<file path="src/design/shadow_consts.svh">
// Functional notes
// RULE1: every refresh variant latches prior control settings
// RULE2: latched images valid 1 ms after refresh
// RULE3: latched control invalid until first refresh
// RULE4: modes 0-3 adaptive 1024/256/64/8 SPS
// RULE5: modes 4-7 fixed 1024/256/64/8 SPS
// RULE6: 8 single,9 single 8x,A fast,B burst,F sleep
// RULE7: one mode at a time; sleep converts nothing
// RULE8: second pin function decode, default GPIO input
// RULE9: first pin function decode, default slow input
// RULE10: slow pin high forces 8 SPS; code forces the 8 SPS rate code in modes 0-7 only
// RULE11: channel-off bits exclude channels from conversion
// RULE12: pointer skips inactive channels unless override set
// RULE13: channel-off default depends on channel count
// RULE14: latched control low nibble reads zero
// RULE15: every refresh latches prior range settings
// RULE16: sense range codes 100 uni, 100 bi, 50 bi
// RULE17: bus range codes 32 uni, 32 bi, 16 bi
// RULE18: rate change applies after current cycle completes
// RULE19: latch in same cycle as promotion to active
`ifndef SHADOW_CONSTS_SVH
`define SHADOW_CONSTS_SVH

// register indices; byte address is index times four
`define IDX_PROG_CTRL    8'h01
`define IDX_PROG_RANGE   8'h1D
`define IDX_ACT_CTRL     8'h21
`define IDX_ACT_RANGE    8'h22
`define IDX_LAT_CTRL     8'h23
`define IDX_LAT_RANGE    8'h24
`define IDX_CMD          8'h30
`define IDX_STATUS       8'h31

// command register bits
`define CMD_REFRESH_BIT  0
`define CMD_CYCLE_BIT    1

// status register bits
`define ST_LAT_VALID     0
`define ST_RES_VALID     1
`define ST_PENDING       2
`define ST_SLEEP         3

// control field positions
`define CTL_MODE_HI      15
`define CTL_MODE_LO      12
`define CTL_PIN2_HI      11
`define CTL_PIN2_LO      10
`define CTL_PIN1_HI      9
`define CTL_PIN1_LO      8
`define CTL_OFF_HI       7
`define CTL_OFF_LO       4

`define CTL_RESET        16'h0700
`define RANGE_RESET      16'h0000
`define CTL_IMPL_MASK    16'hFFF0

// timing
`define CLK_HZ           25000000
`define VALID_DELAY_US   1000
`define VALID_DELAY_CYC  ((`CLK_HZ / 1000000) * `VALID_DELAY_US)

`endif

</file>
<file path="src/design/shadow_pkg.sv">
package shadow_pkg;

	typedef enum logic [3:0] {
		MODE_ADAPT_1024 = 4'b0000,
		MODE_ADAPT_256  = 4'b0001,
		MODE_ADAPT_64   = 4'b0010,
		MODE_ADAPT_8    = 4'b0011,
		MODE_FIX_1024   = 4'b0100,
		MODE_FIX_256    = 4'b0101,
		MODE_FIX_64     = 4'b0110,
		MODE_FIX_8      = 4'b0111,
		MODE_SINGLE     = 4'b1000,
		MODE_SINGLE_X8  = 4'b1001,
		MODE_FAST       = 4'b1010,
		MODE_BURST      = 4'b1011,
		MODE_SLEEP      = 4'b1111
	} sample_mode_t;

	typedef enum logic [1:0] {
		PIN_ALARM    = 2'b00,
		PIN_GP_IN    = 2'b01,
		PIN_GP_OUT   = 2'b10,
		PIN_SLOW_IN  = 2'b11
	} pin_func_t;

	typedef enum logic [1:0] {
		SENSE_UNI_100 = 2'b00,
		SENSE_BI_100  = 2'b01,
		SENSE_BI_50   = 2'b10,
		SENSE_RSVD    = 2'b11
	} sense_range_t;

	typedef enum logic [1:0] {
		RAIL_UNI_32 = 2'b00,
		RAIL_BI_32  = 2'b01,
		RAIL_BI_16  = 2'b10,
		RAIL_RSVD   = 2'b11
	} rail_range_t;

	typedef enum logic [1:0] {
		RF_IDLE    = 2'b00,
		RF_WAIT    = 2'b01,
		RF_SETTLE  = 2'b10
	} refresh_state_t;

	// decoded effect of the active control image on the converter
	typedef struct packed {
		logic [3:0] rate_code;
		logic       adaptive;
		logic       single;
		logic       avg_x8;
		logic       fast;
		logic       burst;
		logic       sleep;
		logic       reserved;
		logic [3:0] chan_on;
	} conv_cfg_t;

	typedef struct packed {
		logic [7:0]  address;
		logic        read;
		logic        write;
		logic [31:0] writedata;
	} av_req_t;

endpackage : shadow_pkg

</file>
<file path="src/design/latched_config_shadow.sv">
`include "shadow_consts.svh"
`timescale 1ns/100ps
`default_nettype none

module latched_config_shadow #(
	parameter int unsigned CHANNELS  = 4,
	parameter int unsigned VALID_CYC = `VALID_DELAY_CYC
) (
	// clock and reset
	input  wire logic               ref_clk,
	input  wire logic               sys_rst,
	// avalon-mm slave, word addressed
	input  wire shadow_pkg::av_req_t av_req,
	output var  logic [31:0]        readdata,
	output var  logic               waitrequest,
	output var  logic               readdatavalid,
	// slow-rate pins from the outside
	input  wire logic               first_pin_in,
	input  wire logic               second_pin_in,
	// conversion cycle end from the sequencer
	input  wire logic               cycle_done,
	// decoded active configuration, programmed pointer override and latched valid to the converter
	output var  shadow_pkg::conv_cfg_t conv_cfg,
	output var  logic               force_slow,
	output var  logic               ptr_skip_en,
	output var  logic               latched_valid
);
	import shadow_pkg::*;

	// channel-off reset from channel count
	localparam logic [3:0] OFF_DEFAULT =
		(CHANNELS >= 4) ? 4'h0 : (CHANNELS == 3) ? 4'h1 : (CHANNELS == 2) ? 4'h3 : 4'h7; // [RULE13]
	localparam logic [15:0] CTL_DEFAULT = `CTL_RESET | {8'h00, OFF_DEFAULT, 4'h0};
	localparam logic [19:0] VALID_CNT = 20'(VALID_CYC);

	logic [15:0]          prog_ctrl_r;
	logic [15:0]          prog_range_r;
	logic [15:0]          act_ctrl_r;
	logic [15:0]          act_range_r;
	logic [15:0]          lat_ctrl_r;
	logic [15:0]          lat_range_r;
	logic                 lat_seen_r;
	logic                 res_valid_r;
	logic                 ptr_override_r;
	logic [19:0]          settle_cnt_r;
	refresh_state_t       rf_state_r;
	refresh_state_t       rf_state_nxt;
	logic [1:0]           pin1_sync_r;
	logic [1:0]           pin2_sync_r;
	logic                 cyc_sync_r;
	logic                 cyc_dly_r;
	logic                 ack_r;

	// bus decode
	wire                  req_any    = (av_req.read | av_req.write) & ~ack_r;
	// writes commit at the edge that sees waitrequest low, as the master does
	wire                  wr_go      = av_req.write & ~waitrequest;
	wire                  rd_go      = av_req.read & ~ack_r;
	wire                  hit_pctl   = av_req.address == `IDX_PROG_CTRL;
	wire                  hit_prng   = av_req.address == `IDX_PROG_RANGE;
	wire                  hit_cmd    = av_req.address == `IDX_CMD;
	wire                  hit_lrng   = av_req.address == `IDX_LAT_RANGE;
	wire                  refresh_wr = wr_go & hit_cmd & av_req.writedata[`CMD_REFRESH_BIT];

	// a rate change outside sleep waits for the running conversion cycle to end
	wire                  rate_change = prog_ctrl_r[`CTL_MODE_HI:`CTL_MODE_LO] !=
	                                    act_ctrl_r[`CTL_MODE_HI:`CTL_MODE_LO];
	wire                  cycle_end   = cyc_sync_r & ~cyc_dly_r;
	wire                  in_sleep    = act_ctrl_r[`CTL_MODE_HI:`CTL_MODE_LO] == MODE_SLEEP;
	wire                  promote;

	// refresh sequencing
	always_comb begin
		rf_state_nxt = rf_state_r;
		case (rf_state_r)
			RF_IDLE: begin
				if (refresh_wr)
					rf_state_nxt = (rate_change && !in_sleep) ? RF_WAIT : RF_SETTLE; // [RULE18]
			end
			RF_WAIT: begin
				if (cycle_end)
					rf_state_nxt = RF_SETTLE; // [RULE18]
			end
			RF_SETTLE: begin
				if (refresh_wr)
					rf_state_nxt = (rate_change && !in_sleep) ? RF_WAIT : RF_SETTLE;
				else if (settle_cnt_r == VALID_CNT - 20'd1)
					rf_state_nxt = RF_IDLE;
			end
			default: rf_state_nxt = RF_IDLE;
		endcase
	end

	assign promote = (rf_state_r != RF_WAIT && rf_state_nxt == RF_SETTLE && refresh_wr)
	              || (rf_state_r == RF_WAIT && cycle_end);

	// pins come from outside the clock domain
	always_ff @(posedge ref_clk or posedge sys_rst) begin
		if (sys_rst) begin
			pin1_sync_r <= 2'b00;
			pin2_sync_r <= 2'b00;
			cyc_sync_r  <= 1'b0;
			cyc_dly_r   <= 1'b0;
		end else begin
			pin1_sync_r <= {pin1_sync_r[0], first_pin_in};
			pin2_sync_r <= {pin2_sync_r[0], second_pin_in};
			cyc_sync_r  <= cycle_done;
			cyc_dly_r   <= cyc_sync_r;
		end
	end

	// programmed registers
	always_ff @(posedge ref_clk or posedge sys_rst) begin
		if (sys_rst) begin
			prog_ctrl_r    <= CTL_DEFAULT;
			prog_range_r   <= `RANGE_RESET;
			ptr_override_r <= 1'b0;
		end else if (wr_go) begin
			if (hit_pctl) begin
				prog_ctrl_r    <= av_req.writedata[15:0] & `CTL_IMPL_MASK;
				ptr_override_r <= av_req.writedata[1];
			end
			if (hit_prng)
				prog_range_r <= av_req.writedata[15:0];
		end
	end

	// active and latched images move together on one edge
	always_ff @(posedge ref_clk or posedge sys_rst) begin
		if (sys_rst) begin
			act_ctrl_r  <= CTL_DEFAULT;
			act_range_r <= `RANGE_RESET;
			lat_ctrl_r  <= CTL_DEFAULT;
			lat_range_r <= `RANGE_RESET;
			lat_seen_r  <= 1'b0;
		end else begin
			if (promote) begin
				lat_ctrl_r  <= act_ctrl_r & `CTL_IMPL_MASK; // [RULE1] [RULE14] [RULE19]
				lat_range_r <= act_range_r;                 // [RULE15] [RULE19]
				act_ctrl_r  <= prog_ctrl_r;
				act_range_r <= prog_range_r;                // [RULE16] [RULE17]
				lat_seen_r  <= 1'b1;                        // [RULE3]
			end else if (wr_go && hit_lrng) begin
				lat_range_r <= av_req.writedata[15:0];
			end
		end
	end

	// results and latched images valid after settle delay
	always_ff @(posedge ref_clk or posedge sys_rst) begin
		if (sys_rst) begin
			rf_state_r   <= RF_IDLE;
			settle_cnt_r <= 20'd0;
			res_valid_r  <= 1'b0;
		end else begin
			rf_state_r <= rf_state_nxt;
			if (promote) begin
				settle_cnt_r <= 20'd0;
				res_valid_r  <= 1'b0;
			end else if (rf_state_r == RF_SETTLE) begin
				settle_cnt_r <= settle_cnt_r + 20'd1;
				if (rf_state_nxt == RF_IDLE)
					res_valid_r <= 1'b1; // [RULE2]
			end else if (refresh_wr) begin
				res_valid_r <= 1'b0;
			end
		end
	end

	// converter decode of the active image
	wire [3:0]            act_mode = act_ctrl_r[`CTL_MODE_HI:`CTL_MODE_LO];
	wire [1:0]            act_pin1 = act_ctrl_r[`CTL_PIN1_HI:`CTL_PIN1_LO];
	wire [1:0]            act_pin2 = act_ctrl_r[`CTL_PIN2_HI:`CTL_PIN2_LO];
	wire                  slow_req = (act_pin1 == PIN_SLOW_IN && pin1_sync_r[1])  // [RULE9]
	                              || (act_pin2 == PIN_SLOW_IN && pin2_sync_r[1]); // [RULE8] [RULE10]
	wire                  is_sleep = act_mode == MODE_SLEEP;
	wire                  is_rsvd  = act_mode[3:2] == 2'b11 && !is_sleep;
	wire [3:0]            chan_on;
	conv_cfg_t            cfg_nxt;

	genvar ch;
	generate
		for (ch = 0; ch < 4; ch++) begin : g_chan
			// field bit 7 is channel 1
			assign chan_on[ch] = !act_ctrl_r[`CTL_OFF_HI - ch] && !is_sleep; // [RULE11] [RULE7]
		end
	endgenerate

	always_comb begin
		cfg_nxt           = '0;
		cfg_nxt.adaptive  = act_mode[3:2] == 2'b00;                   // [RULE4]
		cfg_nxt.rate_code = act_mode[3] ? act_mode : {2'b00, act_mode[1:0]}; // [RULE5]
		if (slow_req && !act_mode[3])
			cfg_nxt.rate_code = {2'b00, 2'b11};                       // [RULE10]
		case (act_mode)
			MODE_SINGLE:    cfg_nxt.single = 1'b1;                    // [RULE6]
			MODE_SINGLE_X8: begin
				cfg_nxt.single = 1'b1;
				cfg_nxt.avg_x8 = 1'b1;
			end
			MODE_FAST:      cfg_nxt.fast   = 1'b1;
			MODE_BURST:     cfg_nxt.burst  = 1'b1;
			MODE_SLEEP:     cfg_nxt.sleep  = 1'b1;                    // [RULE7]
			default:        cfg_nxt.reserved = is_rsvd;
		endcase
		cfg_nxt.chan_on = chan_on;
	end

	// read mux
	logic [31:0]          rd_mux;
	always_comb begin
		case (av_req.address)
			`IDX_PROG_CTRL:  rd_mux = {16'h0000, prog_ctrl_r | {14'h0, ptr_override_r, 1'b0}};
			`IDX_PROG_RANGE: rd_mux = {16'h0000, prog_range_r};
			`IDX_ACT_CTRL:   rd_mux = {16'h0000, act_ctrl_r};
			`IDX_ACT_RANGE:  rd_mux = {16'h0000, act_range_r};
			`IDX_LAT_CTRL:   rd_mux = {16'h0000, lat_ctrl_r & `CTL_IMPL_MASK}; // [RULE14]
			`IDX_LAT_RANGE:  rd_mux = {16'h0000, lat_range_r};
			`IDX_STATUS:     rd_mux = {28'h000_0000, is_sleep, rf_state_r != RF_IDLE,
			                           res_valid_r, lat_seen_r & res_valid_r};
			default:         rd_mux = 32'h0000_0000;
		endcase
	end

	// registered outputs; one wait cycle then ack
	always_ff @(posedge ref_clk or posedge sys_rst) begin
		if (sys_rst) begin
			ack_r         <= 1'b0;
			readdata      <= 32'h0000_0000;
			readdatavalid <= 1'b0;
			conv_cfg      <= '0;
			force_slow    <= 1'b0;
			ptr_skip_en   <= 1'b1;
			latched_valid <= 1'b0;
		end else begin
			ack_r         <= req_any;
			readdatavalid <= rd_go;
			if (rd_go)
				readdata <= rd_mux;
			conv_cfg      <= cfg_nxt;
			force_slow    <= slow_req;
			ptr_skip_en   <= !ptr_override_r;                    // [RULE12]
			latched_valid <= lat_seen_r & res_valid_r;           // [RULE2] [RULE3]
		end
	end

	always_ff @(posedge ref_clk or posedge sys_rst) begin
		if (sys_rst)
			waitrequest <= 1'b1;
		else
			waitrequest <= ~req_any;
	end

endmodule : latched_config_shadow

`default_nettype wire

</file>
<file path="config.mk">
export PLATFORM = sky130hd
export DESIGN_NAME = latched_config_shadow
export DESIGN_NICKNAME = d
export VERILOG_FILES = /design/src/design/shadow_pkg.sv /design/src/design/latched_config_shadow.sv
export VERILOG_INCLUDE_DIRS = /design/src /design/src/design
export SDC_FILE = /design/constraint.sdc
export NUM_CORES = 1
export LEC_CHECK = 0
export BUFFER_PORTS_ARGS = -buffer_cell sky130_fd_sc_hd__buf_2
export CAP_MARGIN = 20
export CORE_ASPECT_RATIO = 1.5
export CORE_MARGIN = 2
export CORE_UTILIZATION = 57
export DETAILED_ROUTE_END_ITERATION = 7
export GPL_TIMING_DRIVEN = 0
export HOLD_SLACK_MARGIN = 0.03
export PLACE_DENSITY_LB_ADDON = 0.1
export SLEW_MARGIN = 20
export SYNTH_ARGS = -nofsm -noshare
export SYNTH_HDL_FRONTEND = slang
export SYNTH_SLANG_ARGS = --single-unit
</file>
<file path="constraint.sdc">
create_clock -name ref_clk -period 4.7 [get_ports ref_clk]
set_input_delay 0.235 -clock ref_clk [delete_from_list [all_inputs] [get_ports ref_clk]]
set_output_delay 0.235 -clock ref_clk [all_outputs]
set_load 0.005 [all_outputs]
</file>
## Yosys cells after proc, flatten, opt, wreduce, memory -nomap -nowiden

Index checks and enable logic that the tools add are counted.

| word-level totals | value |
|---|---|
| logic and storage cells | 125 |
| input bits | 47 |
| bits in registers | 168 |
| output and inout bits | 52 |

| operators by class | value |
|---|---|
| equality and inequality tests | 23 |
| $add $sub $neg | 1 |
| reduce and logical (&&, ||, !) cells | 34 |
| bitwise logic cells | 13 |
| mux-type cells | 23 |

Operators with widths:

| kind | count |
|---|---|
| $pmux 16 s7 | 1 |
| $eq 8x6->1 const B | 6 |
| $mux 20 | 2 |
| $mux 16 | 2 |
| $add 20x1->20 const B | 1 |
| $eq 20x15->1 const B | 1 |
| $eq 4x4->1 const B | 5 |
| $or 16x2->16 | 1 |
| $logic_and 1x1->1 | 13 |
| $eq 2x2->1 const B | 5 |
| $mux 1 | 10 |
| $mux 2 | 5 |
| $eq 8x1->1 const B | 1 |
| $eq 8x5->1 const B | 1 |
| $mux 4 | 2 |
| $and 1x1->1 | 7 |
| $logic_not 1->1 | 7 |
| $logic_not 2->1 | 3 |
| $pmux 2 s3 | 1 |
| $reduce_and 2->1 | 3 |
| $reduce_bool 2->1 | 3 |
| $reduce_or 5->1 | 1 |
| $ne 4x4->1 | 1 |
| $not 1->1 | 4 |
| other kinds (7) | 8 |

## Depth between registers and ports, before layout

| logic depth | value |
|---|---|
| depth after elaboration | 12 |
| depth in mapped cells | 9 |
| depth with buffers taken out | 6 |

## Least setup slack after synthesis

No wires, ideal clock.

| path | value |
|---|---|
| kind | input to register |
| from | input port av_req[39] (netlist bit) |
| to | register prog_range_r[0] |
| setup slack | 2.884 ns |
| data arrival time | 1.691 ns |
| stages | 7 |
| required time | 4.575 ns |
| library setup time | 0.125 ns |
| buffers on the path | 3 |
| cells stage by stage | buf_2 nand4b_1 nor4_4 and2_1 buf_4 buf_4 mux2_2 |

| between the ends | value |
|---|---|
| longest elaborated chain between the ends | 2 |

Ends and longest elaborated chain:

| element | line | RTL |
|---|---|---|
| start: declaration | latched_config_shadow.sv:13 | `input wire shadow_pkg::av_req_t av_req,` |
| $eq 8x5->1 | n/a |  |
| $reduce_and 2->1 (no source line) | n/a |  |
| end signal: assignment | latched_config_shadow.sv:116 | `` prog_range_r <= `RANGE_RESET; `` |
| end signal: assignment | latched_config_shadow.sv:124 | `prog_range_r <= av_req.writedata[15:0];` |
| end: declaration | latched_config_shadow.sv:37 | `logic [15:0] prog_range_r;` |

No other way between the ends.
A chain may end at the register's enable or synchronous reset.

## Worst setup path in the final report

| path | value |
|---|---|
| from | register act_ctrl_r[13] |
| to | register lat_range_r[7] |

| between the ends | value |
|---|---|
| longest elaborated chain between the ends | 11 |
| elaborated cells between the ends (all ways) | 14 |
| classes of those cells | 3 x eq/ne; 5 x mux; 6 x reduce/logical |

Ends and longest elaborated chain:

| element | line | RTL |
|---|---|---|
| start: declaration | latched_config_shadow.sv:38 | `logic [15:0] act_ctrl_r;` |
| start signal: assignment | latched_config_shadow.sv:140 | `act_ctrl_r <= prog_ctrl_r;` |
| $eq 4x4->1 | latched_config_shadow.sv:69 | `` wire in_sleep = act_ctrl_r[`CTL_MODE_HI:`CTL_MODE_LO] == MODE_SLEEP; `` |
| $logic_not 1->1 | latched_config_shadow.sv:78, latched_config_shadow.sv:86 |  |
| $logic_and 1x1->1 (*) | latched_config_shadow.sv:78, latched_config_shadow.sv:86 |  |
| $mux 2 (*) | latched_config_shadow.sv:78, latched_config_shadow.sv:86 |  |
| $mux 2 (on tied branches) | latched_config_shadow.sv:85, latched_config_shadow.sv:77 |  |
| $pmux 2 s3 (*) | latched_config_shadow.sv:75 | `case (rf_state_r)` |
| $eq 2x2->1 (*) | latched_config_shadow.sv:94 | `assign promote = (rf_state_r != RF_WAIT && rf_state_nxt == RF_SETTLE && refresh_wr)` |
| $logic_and 1x1->1 (*) (2 in series) | latched_config_shadow.sv:94 |  |
| $logic_or 1x1->1 (*) | latched_config_shadow.sv:95 | `\|\| (rf_state_r == RF_WAIT && cycle_end);` |
| $mux 16 / $reduce_bool 2->1 (equally long branches) | n/a |  |
| end signal: assignment | latched_config_shadow.sv:134 | `` lat_range_r <= `RANGE_RESET; `` |
| end signal: assignment | latched_config_shadow.sv:139 | `lat_range_r <= act_range_r;` |
| end signal: assignment | latched_config_shadow.sv:144 | `lat_range_r <= av_req.writedata[15:0];` |
| end: declaration | latched_config_shadow.sv:41 | `logic [15:0] lat_range_r;` |

Mark *: on every way between the ends. The rest lies on a longest branch, timed or not.

==> run summary <==
The main flop type after synthesis was sky130_fd_sc_hd__dfrtp_1. The clock tree synthesis step divided the H-tree into 4 levels. For this run, the slowest stage of the critical path takes 0.64 ns. For this design the top-level I/O count stands at 99. In this run, synthesis produced a sequential element count of 152.

The number of iterations in the first detailed-routing pass was 8; the adder-cell share of the synthesized area was 0.179%. Data arrives at the worst endpoint at 2.60 ns. Global routing usage on met1: 34.1%. Per report_power, the clock group accounts for 46.7% of the total.

Number of global-route vias before repair: 5,640. The number of flops mapped to enable cells by yosys was 0. The tools report the CTS root buffer as sky130_fd_sc_hd__clkbuf_16. The area enclosed by the die boundary was 0.0132 mm^2. The endpoint kind of the worst setup timing path is a flop.

Signed area change from the synthesized netlist to the final layout: 18.1%. The final weighted congestion of routability-driven global placement came out at 0.878. The final number of hold-violating endpoints was 0. Sorting the synthesized cells by area gives the leading types as sky130_fd_sc_hd__dfrtp_1 (51%), sky130_fd_sc_hd__nand2_1 (9.5%), sky130_fd_sc_hd__mux2_2 (6.6%). In this run, the number of DRC markers left after iteration 0 of detailed routing was 496.

The overflow left after global routing is 0, and the worst relative slew slack is 32.9%. For the maximum clock frequency, the log shows 433 MHz. The maximum number of pins on one net before global-route repair was 98. The fraction of final layout cells with drive strength greater than 1 works out to 26.5%.

After clock tree synthesis, the flow added hold-fix buffers numbering 4. The cell count after synthesis was 662; the cell area after synthesis was 0.00697 mm^2. After synthesis, the share of cell area in mux cells is 8.92%. After synthesis, the largest area contributor takes up 50.6% of total cell area. Cell taking the most area after synthesis: sky130_fd_sc_hd__dfrtp_1. The initial core utilization was 58.3%; the unique cell type count in the Yosys netlist was 53. After Yosys synthesis, XOR and XNOR cells account for 2.76% of the synthesized area.

For the buffers inserted during post-CTS setup optimization, the log shows 0. The final critical path takes up 49.2% of the cycle. The floorplan has 49 rows.

The floorplan step defined a core boundary enclosing 0.0120 mm^2. In this run the static leakage power is 0.00413 uW. Global routing used 28.7% of the available tracks across all layers.

The largest fanout on the critical path was 10. At the worst endpoint, the required time is 4.99 ns. By startpoint and endpoint, the worst setup path is classified as reg -> reg. The logs give 0 for the number of maximum-capacitance violations and 0.42 ns for the worst-skew pair later-pin latency. For the initial antenna violation count, the log shows 0. The global routing stage identified its most utilized layer as met2.

Across the VDD grid, the largest voltage drop is 0.299 mV. The path class of the tightest hold or removal check is in -> reg. A synthesized cell averages 10.5 um^2.

For the final database, setup skew stands at 0.00722 ns. The tools report the routing usage on met3 as 6.23%. Startpoint class of the critical path: a flop. Dividing the detail-routed via count by the number of cells gives 5.85.

Buffers placed on the I/O ports in this run total 63. The first global-routing pass estimated 28,600 um of wire. For this run, the post-layout net count is 812. Among cell families on the critical path, the largest total delay comes from compound AO/OA/AOI/OAI gates. The run finished with clean final reports. Fill cells in the final layout number 918. The switching part of the total power works out to 23.0%.

The number of placed instances with taps included was 894; the number of buffers inserted during clock tree synthesis was 17. TritonCTS built the clock tree. The clock drives 152 sinks. Power spread over the standard cell area amounts to 371 mW/mm^2. The run gives 0 as the max-slew violation count. The critical path goes through buf_2 -> and4_1 -> buf_2 -> a41oi_2 -> o31ai_4 -> buf_4 -> o21ai_1. The tools report the fraction of the yosys area taken by sequential cells as 54.8%. The total routed wirelength was 17,900 um; the part of the total power dissipated in combinational logic was 6.7%. The transition time at the pin with the least slew margin is 0.997 ns, and the net switching component of the power is 704 uW. For this run, design rule violations remaining after detail routing come to 0. For the finished layout, the period the worst path requires is 2.31 ns. Horizontal extent of the die: 94.3 um. The internal portion of the total power is 2350 uW.

At the end of the flow the core is filled with cells to 68.8%. The post-synthesis compound-gate area fraction was 8.99%; the fraction of power consumed by sequential logic was 46.5%. The tools report the estimated wirelength of the detail-placed design as 12,200 um.

By area, the combinational part of the netlist is dominated by simple AND/OR/NAND/NOR gates. In this run the deepest clock path goes through 2 buffers. The wire length per cell was 19.3 um; the share of flip-flops with an asynchronous set or reset was 100%. The run gives 47.9% as the met2 usage.

The number of antenna diodes in the final layout is 0. The remaining number of nets flagged by the antenna check after routing was 0. Via count of the routed design: 5,445. For this design, the slowest cell found on the critical path is sky130_fd_sc_hd__o31ai_4. Setup violations remaining at the end of the flow were counted as 0. Post-CTS repair changed the size of 0 cells.

The synthesized netlist devotes 18.8% of its cell area to simple gates. After clock tree synthesis, the clock-pin slew on the worst setup and hold paths is 0.06 ns. The die height is 139 um, and the final cell count without fillers is 930. Counting stages on the worst path, the most repeated cell is sky130_fd_sc_hd__buf_2. Setup repair after global routing left no endpoint under its margin. During synthesis, Yosys emitted a total of 0 warnings. The number of buffer and inverter instances along the worst setup path was 3.
## sequential cells by signal, summed over array words and instances, names as in the netlist, 2 cells and up
register	cells
lat_ctrl_r	12
rf_state_r	2
readdata	16
prog_ctrl_r	12
pin2_sync_r	2
prog_range_r	16
conv_cfg	15
pin1_sync_r	2
act_ctrl_r	12
lat_range_r	16
act_range_r	16
settle_cnt_r	20
## per-layer routing
metal / wire [um] / vias up / part of all wire (%)
met5: 0 / - / 0
met1: 6700 / 2703 / 37
met2: 9360 / 234 / 52
li1: - / 2448 / -
met4: 713 / 0 / 4.0
met3: 1150 / 60 / 6.4
## logic make-up (layout without fill, tap and decap cells)
kind of cell	after synthesis	count (layout)
compound gates	84	84
xor+xnor	22	22
fa+ha+maj	1	1
buf+inv	60	160
flops	152	152
mux	57	57
other cells	1	16
simple gates	285	285
## worst reg2reg max path, stage by stage (launching register included)
cell                      delay [ns]
sky130_fd_sc_hd__dfrtp_1        0.32
sky130_fd_sc_hd__buf_2          0.20
sky130_fd_sc_hd__and4_1         0.20
sky130_fd_sc_hd__buf_2          0.25
sky130_fd_sc_hd__a41oi_2        0.14
sky130_fd_sc_hd__o31ai_4        0.64
sky130_fd_sc_hd__buf_4          0.31
sky130_fd_sc_hd__o21ai_1        0.11
## layout by cell type, fill, tap and decap left out, types with 10 or more instances in the layout
cell type | Yosys | routed
sky130_fd_sc_hd__xor2_1 | 14 | 14
sky130_fd_sc_hd__o21ai_1 | 17 | 17
sky130_fd_sc_hd__buf_2 | 16 | 79
sky130_fd_sc_hd__nand3_1 | 12 | 12
sky130_fd_sc_hd__mux2_2 | 41 | 41
sky130_fd_sc_hd__a222oi_1 | 15 | 15
sky130_fd_sc_hd__nor2_1 | 41 | 41
sky130_fd_sc_hd__mux2i_1 | 16 | 16
sky130_fd_sc_hd__a22oi_1 | 18 | 18
sky130_fd_sc_hd__a21oi_1 | 10 | 10
sky130_fd_sc_hd__dfrtp_1 | 141 | 141
sky130_fd_sc_hd__clkbuf_1 | 7 | 11
sky130_fd_sc_hd__conb_1 | 1 | 16
sky130_fd_sc_hd__buf_4 | 23 | 23
sky130_fd_sc_hd__nand2_1 | 176 | 176
sky130_fd_sc_hd__clkbuf_16 | 0 | 17
sky130_fd_sc_hd__dfstp_2 | 11 | 11
## synth_stat cells, types with 4 or more instances
master                     number
sky130_fd_sc_hd__nand2_1      176
sky130_fd_sc_hd__dfrtp_1      141
sky130_fd_sc_hd__mux2_2        41
sky130_fd_sc_hd__nor2_1        41
sky130_fd_sc_hd__buf_4         23
sky130_fd_sc_hd__a22oi_1       18
sky130_fd_sc_hd__o21ai_1       17
sky130_fd_sc_hd__buf_2         16
sky130_fd_sc_hd__mux2i_1       16
sky130_fd_sc_hd__a222oi_1      15
sky130_fd_sc_hd__xor2_1        14
sky130_fd_sc_hd__nand3_1       12
sky130_fd_sc_hd__dfstp_2       11
sky130_fd_sc_hd__a21oi_1       10
sky130_fd_sc_hd__xnor2_1        8
sky130_fd_sc_hd__buf_6          7
sky130_fd_sc_hd__clkbuf_1       7
sky130_fd_sc_hd__nand2b_1       7
sky130_fd_sc_hd__nand4_1        7
sky130_fd_sc_hd__a32oi_1        6
sky130_fd_sc_hd__and2_1         6
sky130_fd_sc_hd__and3_1         5
sky130_fd_sc_hd__o21ai_0        5
sky130_fd_sc_hd__inv_1          4
sky130_fd_sc_hd__nor2b_1        4
sky130_fd_sc_hd__nor4_1         4
sky130_fd_sc_hd__or2_2          4
## cell type report
cell class | count | area (um^2) | area share [%]
clock inverter | 6 | 111 | 1.35
clock buffer | 26 | 509 | 6.19
tap | 153 | 191 | 2.33
sequential | 152 | 3820 | 46.4
buffer | 56 | 372 | 4.52
inverter | 4 | 22.5 | 0.274
multi-input combinational | 465 | 2820 | 34.3
timing repair buffer | 68 | 383 | 4.65
## power by group through the flow
stage | logic [uW] | clock network (uW) | registers (uW)
after global placement | 192 | 0 | 1440
after detailed placement | 203 | 0 | 1440
after CTS | 207 | 1440 | 1420
after global routing | 236 | 1500 | 1430
final | 206 | 1430 | 1420
after floorplan | 143 | 0 | 1430
## stage by stage
stage	hold slack [ns]	TNS (ns)	setup slack, ns	instance area [um^2]	total power, uW
2_1_floorplan	0.266	0	0.390	7030	1570
3_3_place_gp	0.346	-142.52	-1.02	7530	1630
3_5_place_dp	0.285	0	2.40	7570	1650
4_1_cts	0.0576	0	2.39	8230	3060
5_1_grt	0.0699	0	2.26	8230	3160
6_report	0.0661	0	2.39	8230	3060
## worst paths after layout
| path | from | endpoint | slack [ns] | cells after the start |
|---|---|---|---|---|
| min in group asynchronous | sys_rst | latched_valid$_DFF_PP0_ | 0.38 | 3 |
| max reg2reg | act_ctrl_r[13]$_DFFE_PP0N_ | lat_range_r[7]$_DFFE_PP0P_ | 2.39 | 7 |
| min | av_req[3] | prog_range_r[3]$_DFFE_PP0P_ | 0.07 | 2 |
| max | act_ctrl_r[13]$_DFFE_PP0N_ | lat_range_r[7]$_DFFE_PP0P_ | 2.39 | 7 |
| min reg2reg | pin2_sync_r[0]$_DFF_PP0_ | pin2_sync_r[1]$_DFF_PP0_ | 0.36 | 0 |
| max in group asynchronous | sys_rst | prog_ctrl_r[9]$_DFFE_PP1P_ | 3.52 | 4 |
Note: power is estimated with default switching activity, not from simulation.
